`config.mk`:
```
export PLATFORM = sky130hd
export DESIGN_NAME = spcr_top
export DESIGN_NICKNAME = d
export VERILOG_FILES = /design/src/design/spcr_pkg.sv /design/src/design/spcr_top.sv
export SDC_FILE = /design/constraint.sdc
export NUM_CORES = 1
export LEC_CHECK = 0
export ABC_AREA = 1
export BUFFER_PORTS_ARGS = -buffer_cell sky130_fd_sc_hd__buf_4
export CORE_ASPECT_RATIO = 0.7
export CORE_MARGIN = 5
export CORE_UTILIZATION = 59
export CTS_BUF_LIST = sky130_fd_sc_hd__clkbuf_2 sky130_fd_sc_hd__clkbuf_4 sky130_fd_sc_hd__clkbuf_8
export DETAILED_ROUTE_END_ITERATION = 10
export PLACE_DENSITY = 0.79
export SYNTH_ARGS = -nofsm -noshare
export SYNTH_HDL_FRONTEND = slang
export SYNTH_SLANG_ARGS = --single-unit
```
`constraint.sdc`:
```
create_clock -name mclk -period 1.8 [get_ports mclk]
set_input_delay 0.54 -clock mclk [delete_from_list [all_inputs] [get_ports mclk]]
set_output_delay 0.54 -clock mclk [all_outputs]
set_load 0.02 [all_outputs]
```
`src/design/spcr_pkg.sv`:
```
// Constants and types of the serial port configuration registers
package spcr_pkg;

	// ------------------------------------------------------------------
	// Register map
	// ------------------------------------------------------------------
	localparam logic [12:0] ADDR_SETUP    = 13'h0000;
	localparam logic [12:0] ADDR_VARIANT  = 13'h0003;
	localparam logic [12:0] ADDR_RB_SEL   = 13'h0004;
	localparam logic [12:0] ADDR_UPDATE   = 13'h0232;

	localparam logic [7:0]  SETUP_RST     = 8'h18;
	localparam logic [7:0]  RB_SEL_RST    = 8'h00;

	// ------------------------------------------------------------------
	// Instruction and byte framing
	// ------------------------------------------------------------------
	localparam logic [3:0]  INSTR_LAST    = 4'hf;
	localparam logic [3:0]  BYTE_LAST     = 4'h7;
	localparam int          INSTR_RW_BIT  = 15;
	localparam int          RB_SEL_BIT    = 0;
	localparam int          UPDATE_BIT    = 0;

	// Setup register fields, bit 7 down to bit 0
	typedef struct packed {
		logic [3:0] mirror;
		logic       long_instr;
		logic       soft_reset;
		logic       lsb_first;
		logic       four_wire;
	} spcr_setup_t;

	typedef enum logic [1:0] {
		ST_IDLE,
		ST_INSTR,
		ST_DATA
	} spcr_state_t;

endpackage

```
`src/design/spcr_top.sv`:
```
// Serial control port with setup, identifier and readback bank registers
`timescale 1ns/1ns
module spcr_top
	import spcr_pkg::*;
#(
	// Arbitrary value, no real part implied
	parameter logic [7:0] VARIANT_ID = 8'h5a
)
(
	input  wire logic mclk,
	input  wire logic arst_n,
	input  wire logic sclk,
	input  wire logic cs_n,
	input  wire logic sdio_in,
	output logic      sdio_out,
	output logic      sdio_oe,
	output logic      serial_output_pin,
	output logic      serial_output_pin_oe,
	output logic      lsb_first,
	output logic      four_wire_select,
	output logic      readback_active
);

	// ------------------------------------------------------------------
	// Pin synchronisers
	// ------------------------------------------------------------------
	logic [2:0] sclk_q;
	logic [2:0] cs_q;
	logic [1:0] sdi_q;

	always_ff @(posedge mclk or negedge arst_n)
	begin
		if (!arst_n)
		begin
			sclk_q <= 3'h0;
			cs_q   <= 3'h7;
			sdi_q  <= 2'h0;
		end
		else
		begin
			sclk_q <= {sclk_q[1:0], sclk};
			cs_q   <= {cs_q[1:0], cs_n};
			sdi_q  <= {sdi_q[0], sdio_in};
		end
	end

	// Only the second and third stages feed logic
	logic sclk_rise;
	logic sclk_fall;
	logic cs_high;
	logic cs_end;
	logic sdi;

	assign sclk_rise = sclk_q[1] & ~sclk_q[2];
	assign sclk_fall = ~sclk_q[1] & sclk_q[2];
	assign cs_high   = cs_q[1];
	assign cs_end    = cs_q[1] & ~cs_q[2];
	assign sdi       = sdi_q[1];

	// ------------------------------------------------------------------
	// Helper functions
	// ------------------------------------------------------------------
	function automatic logic [15:0] shift_in(input logic [15:0] v,
		input logic d, input logic lsb, input logic wide);
		logic [15:0] r;
		r = v;
		if (!lsb)
			r = {v[14:0], d};
		else if (wide)
			r = {d, v[15:1]};
		else
			r = {8'h00, d, v[7:1]};
		return r;
	endfunction

	function automatic logic [12:0] step_addr(input logic [12:0] a,
		input logic lsb);
		return lsb ? 13'(a + 13'h0001) : 13'(a - 13'h0001);
	endfunction

	// ------------------------------------------------------------------
	// State
	// ------------------------------------------------------------------
	spcr_state_t state;
	spcr_state_t next_state;
	spcr_setup_t setup;
	spcr_setup_t next_setup;
	spcr_setup_t pend;
	spcr_setup_t next_pend;
	logic        pend_v;
	logic        next_pend_v;
	logic [3:0]  cnt;
	logic [3:0]  next_cnt;
	logic [15:0] sh;
	logic [15:0] next_sh;
	logic        rd;
	logic        next_rd;
	logic [12:0] addr;
	logic [12:0] next_addr;
	logic [7:0]  buf_rb;
	logic [7:0]  next_buf_rb;
	logic [7:0]  act_rb;
	logic [7:0]  next_act_rb;
	logic        upd;
	logic        next_upd;
	logic [7:0]  tx;
	logic [7:0]  next_tx;
	logic        obit;
	logic        next_obit;
	logic        oe_io;
	logic        next_oe_io;
	logic        oe_so;
	logic        next_oe_so;

	// Readback multiplexer
	function automatic logic [7:0] read_reg(input logic [12:0] a);
		logic [7:0] r;
		r = 8'h00;
		case (a)
			ADDR_SETUP:   r = setup;
			ADDR_VARIANT: r = VARIANT_ID;
			ADDR_RB_SEL:  r = act_rb[RB_SEL_BIT] ? act_rb : buf_rb;
			default:      r = 8'h00;
		endcase
		return r;
	endfunction

	// ------------------------------------------------------------------
	// Next-state logic
	// ------------------------------------------------------------------
	always_comb
	begin
		logic [7:0] v;
		v           = 8'h00;
		next_state  = state;
		next_setup  = setup;
		next_pend   = pend;
		next_pend_v = pend_v;
		next_cnt    = cnt;
		next_sh     = sh;
		next_rd     = rd;
		next_addr   = addr;
		next_buf_rb = buf_rb;
		next_act_rb = act_rb;
		next_upd    = 1'b0;
		next_tx     = tx;
		next_obit   = obit;
		next_oe_io  = oe_io;
		next_oe_so  = oe_so;
		if (upd)
			next_act_rb = buf_rb;
		if (cs_high)
		begin
			next_state = ST_IDLE;
			next_oe_io = 1'b0;
			next_oe_so = 1'b0;
			if (cs_end && pend_v)
			begin
				next_setup  = pend;
				next_pend_v = 1'b0;
			end
		end
		else
		begin
			case (state)
				ST_IDLE:
				begin
					next_state = ST_INSTR;
					next_cnt   = 4'h0;
				end
				ST_INSTR:
				begin
					if (sclk_rise)
					begin
						next_sh  = shift_in(sh, sdi, setup.lsb_first, 1'b1);
						next_cnt = cnt + 4'h1;
						if (cnt == INSTR_LAST)
						begin
							next_state = ST_DATA;
							next_cnt   = 4'h0;
							next_rd    = next_sh[INSTR_RW_BIT];
							next_addr  = next_sh[12:0];
							next_sh    = 16'h0000;
						end
					end
				end
				ST_DATA:
				begin
					if (rd && sclk_fall)
					begin
						v = (cnt == 4'h0) ? read_reg(addr) : tx;
						next_obit = setup.lsb_first ? v[0] : v[7];
						next_tx   = setup.lsb_first ? {1'b0, v[7:1]}
							: {v[6:0], 1'b0};
						next_oe_io = ~setup.four_wire;
						next_oe_so = setup.four_wire;
					end
					if (sclk_rise)
					begin
						next_sh  = shift_in(sh, sdi, setup.lsb_first, 1'b0);
						next_cnt = cnt + 4'h1;
						if (cnt == BYTE_LAST)
						begin
							next_cnt = 4'h0;
							next_addr = step_addr(addr, setup.lsb_first);
							if (!rd)
							begin
								case (addr)
									ADDR_SETUP:
									begin
										next_pend   = next_sh[7:0];
										next_pend_v = 1'b1;
									end
									ADDR_RB_SEL:
										next_buf_rb = next_sh[7:0];
									ADDR_UPDATE:
										next_upd = next_sh[UPDATE_BIT];
									default:
										next_upd = 1'b0;
								endcase
							end
						end
					end
				end
				default:
					next_state = ST_IDLE;
			endcase
		end
		// Held at defaults until the host clears it
		if (setup.soft_reset)
		begin
			next_buf_rb = RB_SEL_RST;
			next_act_rb = RB_SEL_RST;
			next_upd    = 1'b0;
		end
	end

	// ------------------------------------------------------------------
	// Registers
	// ------------------------------------------------------------------
	always_ff @(posedge mclk or negedge arst_n)
	begin
		if (!arst_n)
		begin
			state  <= ST_IDLE;
			setup  <= SETUP_RST;
			pend   <= SETUP_RST;
			pend_v <= 1'b0;
			cnt    <= 4'h0;
			sh     <= 16'h0000;
			rd     <= 1'b0;
			addr   <= 13'h0000;
			buf_rb <= RB_SEL_RST;
			act_rb <= RB_SEL_RST;
			upd    <= 1'b0;
			tx     <= 8'h00;
			obit   <= 1'b0;
			oe_io  <= 1'b0;
			oe_so  <= 1'b0;
		end
		else
		begin
			state  <= next_state;
			setup  <= next_setup;
			pend   <= next_pend;
			pend_v <= next_pend_v;
			cnt    <= next_cnt;
			sh     <= next_sh;
			rd     <= next_rd;
			addr   <= next_addr;
			buf_rb <= next_buf_rb;
			act_rb <= next_act_rb;
			upd    <= next_upd;
			tx     <= next_tx;
			obit   <= next_obit;
			oe_io  <= next_oe_io;
			oe_so  <= next_oe_so;
		end
	end

	assign sdio_out             = obit;
	assign sdio_oe              = oe_io;
	assign serial_output_pin    = obit;
	assign serial_output_pin_oe = oe_so;
	assign lsb_first            = setup.lsb_first;
	assign four_wire_select     = setup.four_wire;
	assign readback_active      = act_rb[RB_SEL_BIT];
endmodule

```
==> results.cfg, run 1 <==
[outcome]
status = finished with violations
violations = setup timing

[floorplan]
core_area_sq_um = 8373
start_util_pct = 60.06
dieArea_sq_um = 10500
die_h_um = 87.24
ios = 12
die_x_um = 120.3
fp-row-count = 28

[setup_path]
crit-reg2reg-capture = addr[10]
crit_path_start_kind = register
crit_type = register to register
endpoint = addr[10]
crit_required_ns = 2.10
r2r-start = lsb_first
critPathCaptureType = register
cp_max_fo = 6
reg2reg_slack_ns = -0.004
critical_path.startpoint = lsb_first
crit_arrival_ns = 2.10
reg2reg_depth = 9

[sta]
tightest_slew_ns = 0.5195
skew_ns = 0.008929
max-slew-margin-rel_pct = 65.00
setup_slack_ns = -0.003911
timing.final.crit_period_ns = 1.804
final_hold_viol_count = 0
max_freq_mhz = 554.4
maxSlewViolCount = 0
setup_viol = 1
whs_ns = 0.04106
rsz0062_at_grt = true
min_period_over_period_pct = 100.2

[logic_synthesis]
synth_edf_count = 0
synthFlopType = dfrtp_1
synth_compound_area_share_pct = 12.27
syn-num-nets = 682
synth-async-reset-ratio_pct = 100.0
syn_area_sq_um = 5029
ys_ff_latch = 89
synth_warnings = 0
synth_top_family_by_area = simple AND/OR/NAND/NOR gates
synth_mux_area_share_pct = 1.568
syn_area_per_cell_sq_um = 7.631
synthCells = 659
yosysSeqAreaShare_pct = 44.46
synthAdderAreaFrac_pct = 4.628
yosys.area_share.xor_xnor_pct = 0.8709
ys_types = 39
synth_simple_gate_area_share_pct = 28.24

[grt]
first_global_vias = 4200
grt_max_degree = 37
antenna_found_initial = 0
grt_overflow_total = 0
grt_pass1_wl_um = 20530
grt_usage_pct = 24.68

[layout]
drive_gt1_share_pct = 21.27
fillers = 652
antennaDiodeCount = 0
synthToLayoutAreaGrowth_pct = 18.56
mostFrequentLayoutCell = nand2_1
fin_nets = 728
mostFrequentLayoutCells = nand2_1 (181), dfrtp_1 (80), inv_1 (72), nand3_1 (49), nor2_1 (44)

[clock_tree]
cts_tree = built
worstSkewPairLatency_ns = 0.37
cts_buffer_depth = 2
clock-sinks = 89
htree_levels = 3
cts_buffers = 9
clk_pin_slew_ns = 0.09
cts-root-buf = clkbuf_8

[detailed_routing]
drt_iter0_drc = 485
dr.pass1.iters = 5
drc = 0
detail_route.wl_per_cell_um = 15.55
wirelength_um = 12680
route.vias.total = 4673
avgViaCountPerCell = 5.734
detail-route-antenna-nets = 0

[power]
power.density_nw_per_um2 = 1199
p_total_mw = 7.151
peakVddDrop_mv = 0.7496
power.leakage_nw = 2.834

[job]
maxCapViolCount = 0

[placed_design]
gp_congestion = 0.8906
dp_hpwl_um = 9053
portBuffers = 11

[hold_path]
hold_path_class = primary input to asynchronous set/reset pin
[routing by layer]
metal / share of wire (%) / GRT usage, % / vias to the layer above
li1: - / - / 2244
met1: 47 / 36.66 / 2224
met2: 43 / 36.34 / 186
met3: 7.8 / 5.974 / 19
met4: 1.3 / 6.790 / 0
met5: 0 / 0 / -
[where the power goes]
part	internal (mW)	switching, mW
registers	2.22	0.259
clock network	0.562	0.729
logic	1.26	2.12
[registers in the layout, indices dropped and copies added (netlist names), 3 cells and up]
signal	count
cs_q	3
act_rb	8
buf_rb	8
cnt	4
addr	13
sh	16
setup	6
sclk_q	3
tx	8
pend	8
[synthesized netlist by cell type (2+ instances only)]
master / count / share of area (%)
inv_1: 75 / 5.6
a21oi_1: 18 / 1.8
o21ai_1: 23 / 2.3
o21a_1: 3 / 0.45
a32oi_1: 2 / 0.35
nand4_1: 7 / 0.87
nand2_1: 195 / 15
clkbuf_1: 5 / 0.37
ha_1: 17 / 4.2
mux2_2: 7 / 1.6
buf_4: 3 / 0.45
buf_2: 8 / 0.80
nor3_1: 4 / 0.40
o22ai_1: 13 / 1.6
o211ai_1: 3 / 0.45
dfstp_2: 7 / 3.7
nor2_4: 3 / 0.67
nand3_1: 54 / 5.4
nor2_1: 50 / 3.7
nor4_1: 2 / 0.25
or2_2: 7 / 0.87
dfrtp_1: 82 / 41
a31oi_1: 7 / 0.87
nor2_2: 3 / 0.37
xor2_1: 5 / 0.87
inv_2: 6 / 0.45
nand3b_1: 4 / 0.60
o21ai_0: 35 / 3.5
[what timing repair did]
item / 4_1_cts / 5_1_grt
resized for setup: 7 / 51
buffers inserted: 1 / 7
endpoints found under the setup margin: 13 / 57
pin swaps: 1 / 4
hold buffers: 0 / 0
cloned: 0 / 3
[kinds of logic (layout without fill, tap and decap cells)]
group / Yosys count / after routing
muxes: 7 / 7
buffers and inverters: 99 / 149
and+or+nand+nor: 331 / 332
adders and majority gates: 18 / 18
DFF: 89 / 89
xor gates and xnor gates: 5 / 5
AOI/OAI and AO/OA: 110 / 110
[worst max-delay path, stage by stage (launching register included)]
cell     delay, ns
dfrtp_2       0.39
inv_4         0.06
buf_12        0.13
ha_2          0.41
nand2_1       0.08
nor2_1        0.18
nand3_1       0.14
nand4_1       0.12
nand3_1       0.09
a21oi_2       0.12
[area by class of cell]
class / instances / area, sq um / area share, %
multi-input combinational: 472 / 2610 / 43.78
sequential: 89 / 2238 / 37.54
timing repair buffer: 52 / 486.7 / 8.164
inverter: 81 / 309.0 / 5.184
clock buffer: 11 / 145.1 / 2.434
tap: 105 / 131.4 / 2.204
clock inverter: 5 / 41.29 / 0.6925
[worst min path at each step]
| stage | startpoint | end | slack (ns) |
|---|---|---|---|
| 3_5_place_dp | sclk_q[0] | sclk_q[1] | 0.35 |
| 2_1_floorplan | arst_n | act_rb[0] | 0.24 |
| 4_1_cts | arst_n | tx[5] | 0.04 |
| 6_report | arst_n | tx[5] | 0.04 |
| 3_3_place_gp | sclk_q[0] | sclk_q[1] | 0.35 |
| 5_1_grt | arst_n | tx[5] | 0.04 |
[metrics by stage]
stage / cell area [sq um] / setup TNS, ns / instances / setup slack, ns / utilization, %
2_1_floorplan: 5039 / 0 / 659 / 0.0004907 / -
5_1_grt: 5962 / -1.134 / 815 / -0.07664 / 71.20
3_3_place_gp: 5433 / -0.002887 / 788 / -0.002887 / 64.88
6_report: 5962 / -0.003911 / 815 / -0.003911 / 71.20
4_1_cts: 5662 / 0 / 805 / 0.001149 / 67.62
3_5_place_dp: 5433 / -0.1735 / 788 / -0.06085 / 64.88
Power figures use the tool's default switching activity.
==> run 2: changes to the inputs <==
CELL_PAD_IN_SITES_DETAIL_PLACEMENT = 1   (was default)
CELL_PAD_IN_SITES_GLOBAL_PLACEMENT = 1   (was default)
CORE_UTILIZATION = 49   (was 59)
PLACE_DENSITY = default   (was 0.79)
PLACE_DENSITY_LB_ADDON = 0.1   (was default)
RECOVER_POWER = 25   (was default)
clock period = 2 ns   (was 1.8 ns; I/O delays follow)
==> results.cfg, run 2 (same netlist as run 1, synthesis figures left out) <==
[detailed_routing]
dr.pass1.iters = 5
detail_route.wl_per_cell_um = 17.94
route.vias.total = 4631
drt_iter0_drc = 302
drc = 0
wirelength_um = 14820
avgViaCountPerCell = 5.607
detail-route-antenna-nets = 0

[layout]
antennaDiodeCount = 0
fin_nets = 716
mostFrequentLayoutCells = nand2_1 (193), dfrtp_1 (81), inv_1 (75), nand3_1 (51), nor2_1 (49)
synthToLayoutAreaGrowth_pct = 12.24
final_util_pct = 57.17
largestRegisters = sh (16), addr (13)
drive_gt1_share_pct = 14.90
largest_register = sh
largest_reg_flops = 16
stdcell_count = 826
mostFrequentLayoutCell = nand2_1

[clock_tree]
cts-root-buf = clkbuf_8
worstSkewPairLatency_ns = 0.37
cts_tree = built
clk_pin_slew_ns = 0.08
cts_buffers = 9
htree_levels = 3
ctsHoldBuffers = 0
cts_buffer_depth = 2
clock-sinks = 89

[sta]
tightest_slew_ns = 1.015
skew_ns = 0.01047
min_period_over_period_pct = 95.40
rsz0062_at_grt = true
max_freq_mhz = 524.1
setup_viol = 0
maxSlewViolCount = 0
max-slew-margin-rel_pct = 32.35
setup_slack_ns = 0.09208
final_hold_viol_count = 0
timing.final.crit_period_ns = 1.908
final.setup.tns_ns = 0

[setup_path]
crit_buf_inv = 2
cp_max_fo = 6
crit_chain = inv_1 -> buf_4 -> ha_1 -> nand2_1 -> nand3_2 -> nand2_1 -> a21oi_1 -> nand3b_1 -> nand2_1 -> nand2_1
critPathCaptureType = register
critPathSlowestCell = ha_1
crit_arrival_ns = 2.16
crit_required_ns = 2.26
slowest_delay_ns = 0.40
reg2reg_slack_ns = 0.09
cpLargestDelayFamily = simple AND/OR/NAND/NOR gates
crit_top_cell = nand2_1
crit_type = register to register
crit_path_start_kind = register

[hold_path]
hold_path_class = primary input to register

[floorplan]
die_x_um = 131.1
core_area_sq_um = 9872
start_util_pct = 50.94
die_h_um = 94.76
dieArea_sq_um = 12420
fp-row-count = 30
ios = 12

[outcome]
status = finished clean

[placed_design]
gp_congestion = 0.8913
placedCellCount = 809
dp_worst_setup_slack_ns = 0.04412
dp_hpwl_um = 11360
portBuffers = 11

[grt]
antenna_found_initial = 0
grt_overflow_total = 0
first_global_vias = 4793
grt_max_degree = 37
grt_pass1_wl_um = 24300
grt_usage_pct = 25.24

[job]
maxCapViolCount = 0

[power]
power.leakage_nw = 2.715
peakVddDrop_mv = 0.5978
power.density_nw_per_um2 = 1097
run 2: changes by cell type in the layout (fill, tap and decap cells not counted), sizes merged:
| cell | delta |
|---|---|
| nand3 | -1 |
| clkinvlp | -1 |
| clkbuf | +4 |
| buf | -14 |
run 2: final timing paths:
path                       startpoint   endpoint  cells past startpoint
max                         lsb_first    addr[5]                     10
min                              cs_n    cs_q[0]                      1
max reg2reg                 lsb_first    addr[5]                     10
min reg2reg                  sdi_q[0]   sdi_q[1]                      0
max in group asynchronous      arst_n   state[1]                      2
min in group asynchronous      arst_n  buf_rb[1]                      1
run 2: routing by layer:
metal / part of all wire (%) / global-route usage [%] / up-vias
met2: 45 / 38.30 / 96
met5: 0 / 0 / -
li1: - / - / 2213
met1: 48 / 37.38 / 2299
met3: 5.0 / 4.522 / 23
met4: 1.5 / 6.079 / 0
run 2: where the power goes:
part	internal, mW	switching (mW)	total [mW]
Sequential	2.00	0.206	2.21
Clock	0.552	0.633	1.18
Combinational	0.928	1.88	2.80
run 2: worst reg2reg max path, delay by kind of cell (launching register included):
family | cells | cell delay, ns
buffers and inverters | 2 | 0.21
adders and majority gates | 1 | 0.40
and+or+nand+nor | 6 | 0.76
DFF | 1 | 0.36
AOI/OAI and AO/OA | 1 | 0.06
run 2: area by class of cell:
cell class / instances / area [sq um]
fill: 1268 / 4228
multi-input combinational: 471 / 2434
sequential: 89 / 2237
timing repair buffer: 41 / 317.8
inverter: 81 / 304.0
clock buffer: 12 / 165.2
tap: 128 / 160.2
clock inverter: 4 / 26.28
run 2: what timing repair did:
| item | CTS | global route |
|---|---|---|
| buffers inserted | 0 | 1 |
| setup endpoints to repair | 0 | 22 |
| resized for setup | 0 | 13 |
run 2: metrics by stage:
step | total power, mW | area (sq um) | hold WS [ns]
4_1_cts | 6.124 | 5598 | 0.2123
2_1_floorplan | 4.032 | 5030 | 0.3044
5_1_grt | 6.670 | 5644 | 0.3190
3_3_place_gp | 4.759 | 5406 | 0.3328
3_5_place_dp | 4.907 | 5406 | 0.3387
6_report | 6.193 | 5644 | 0.3442
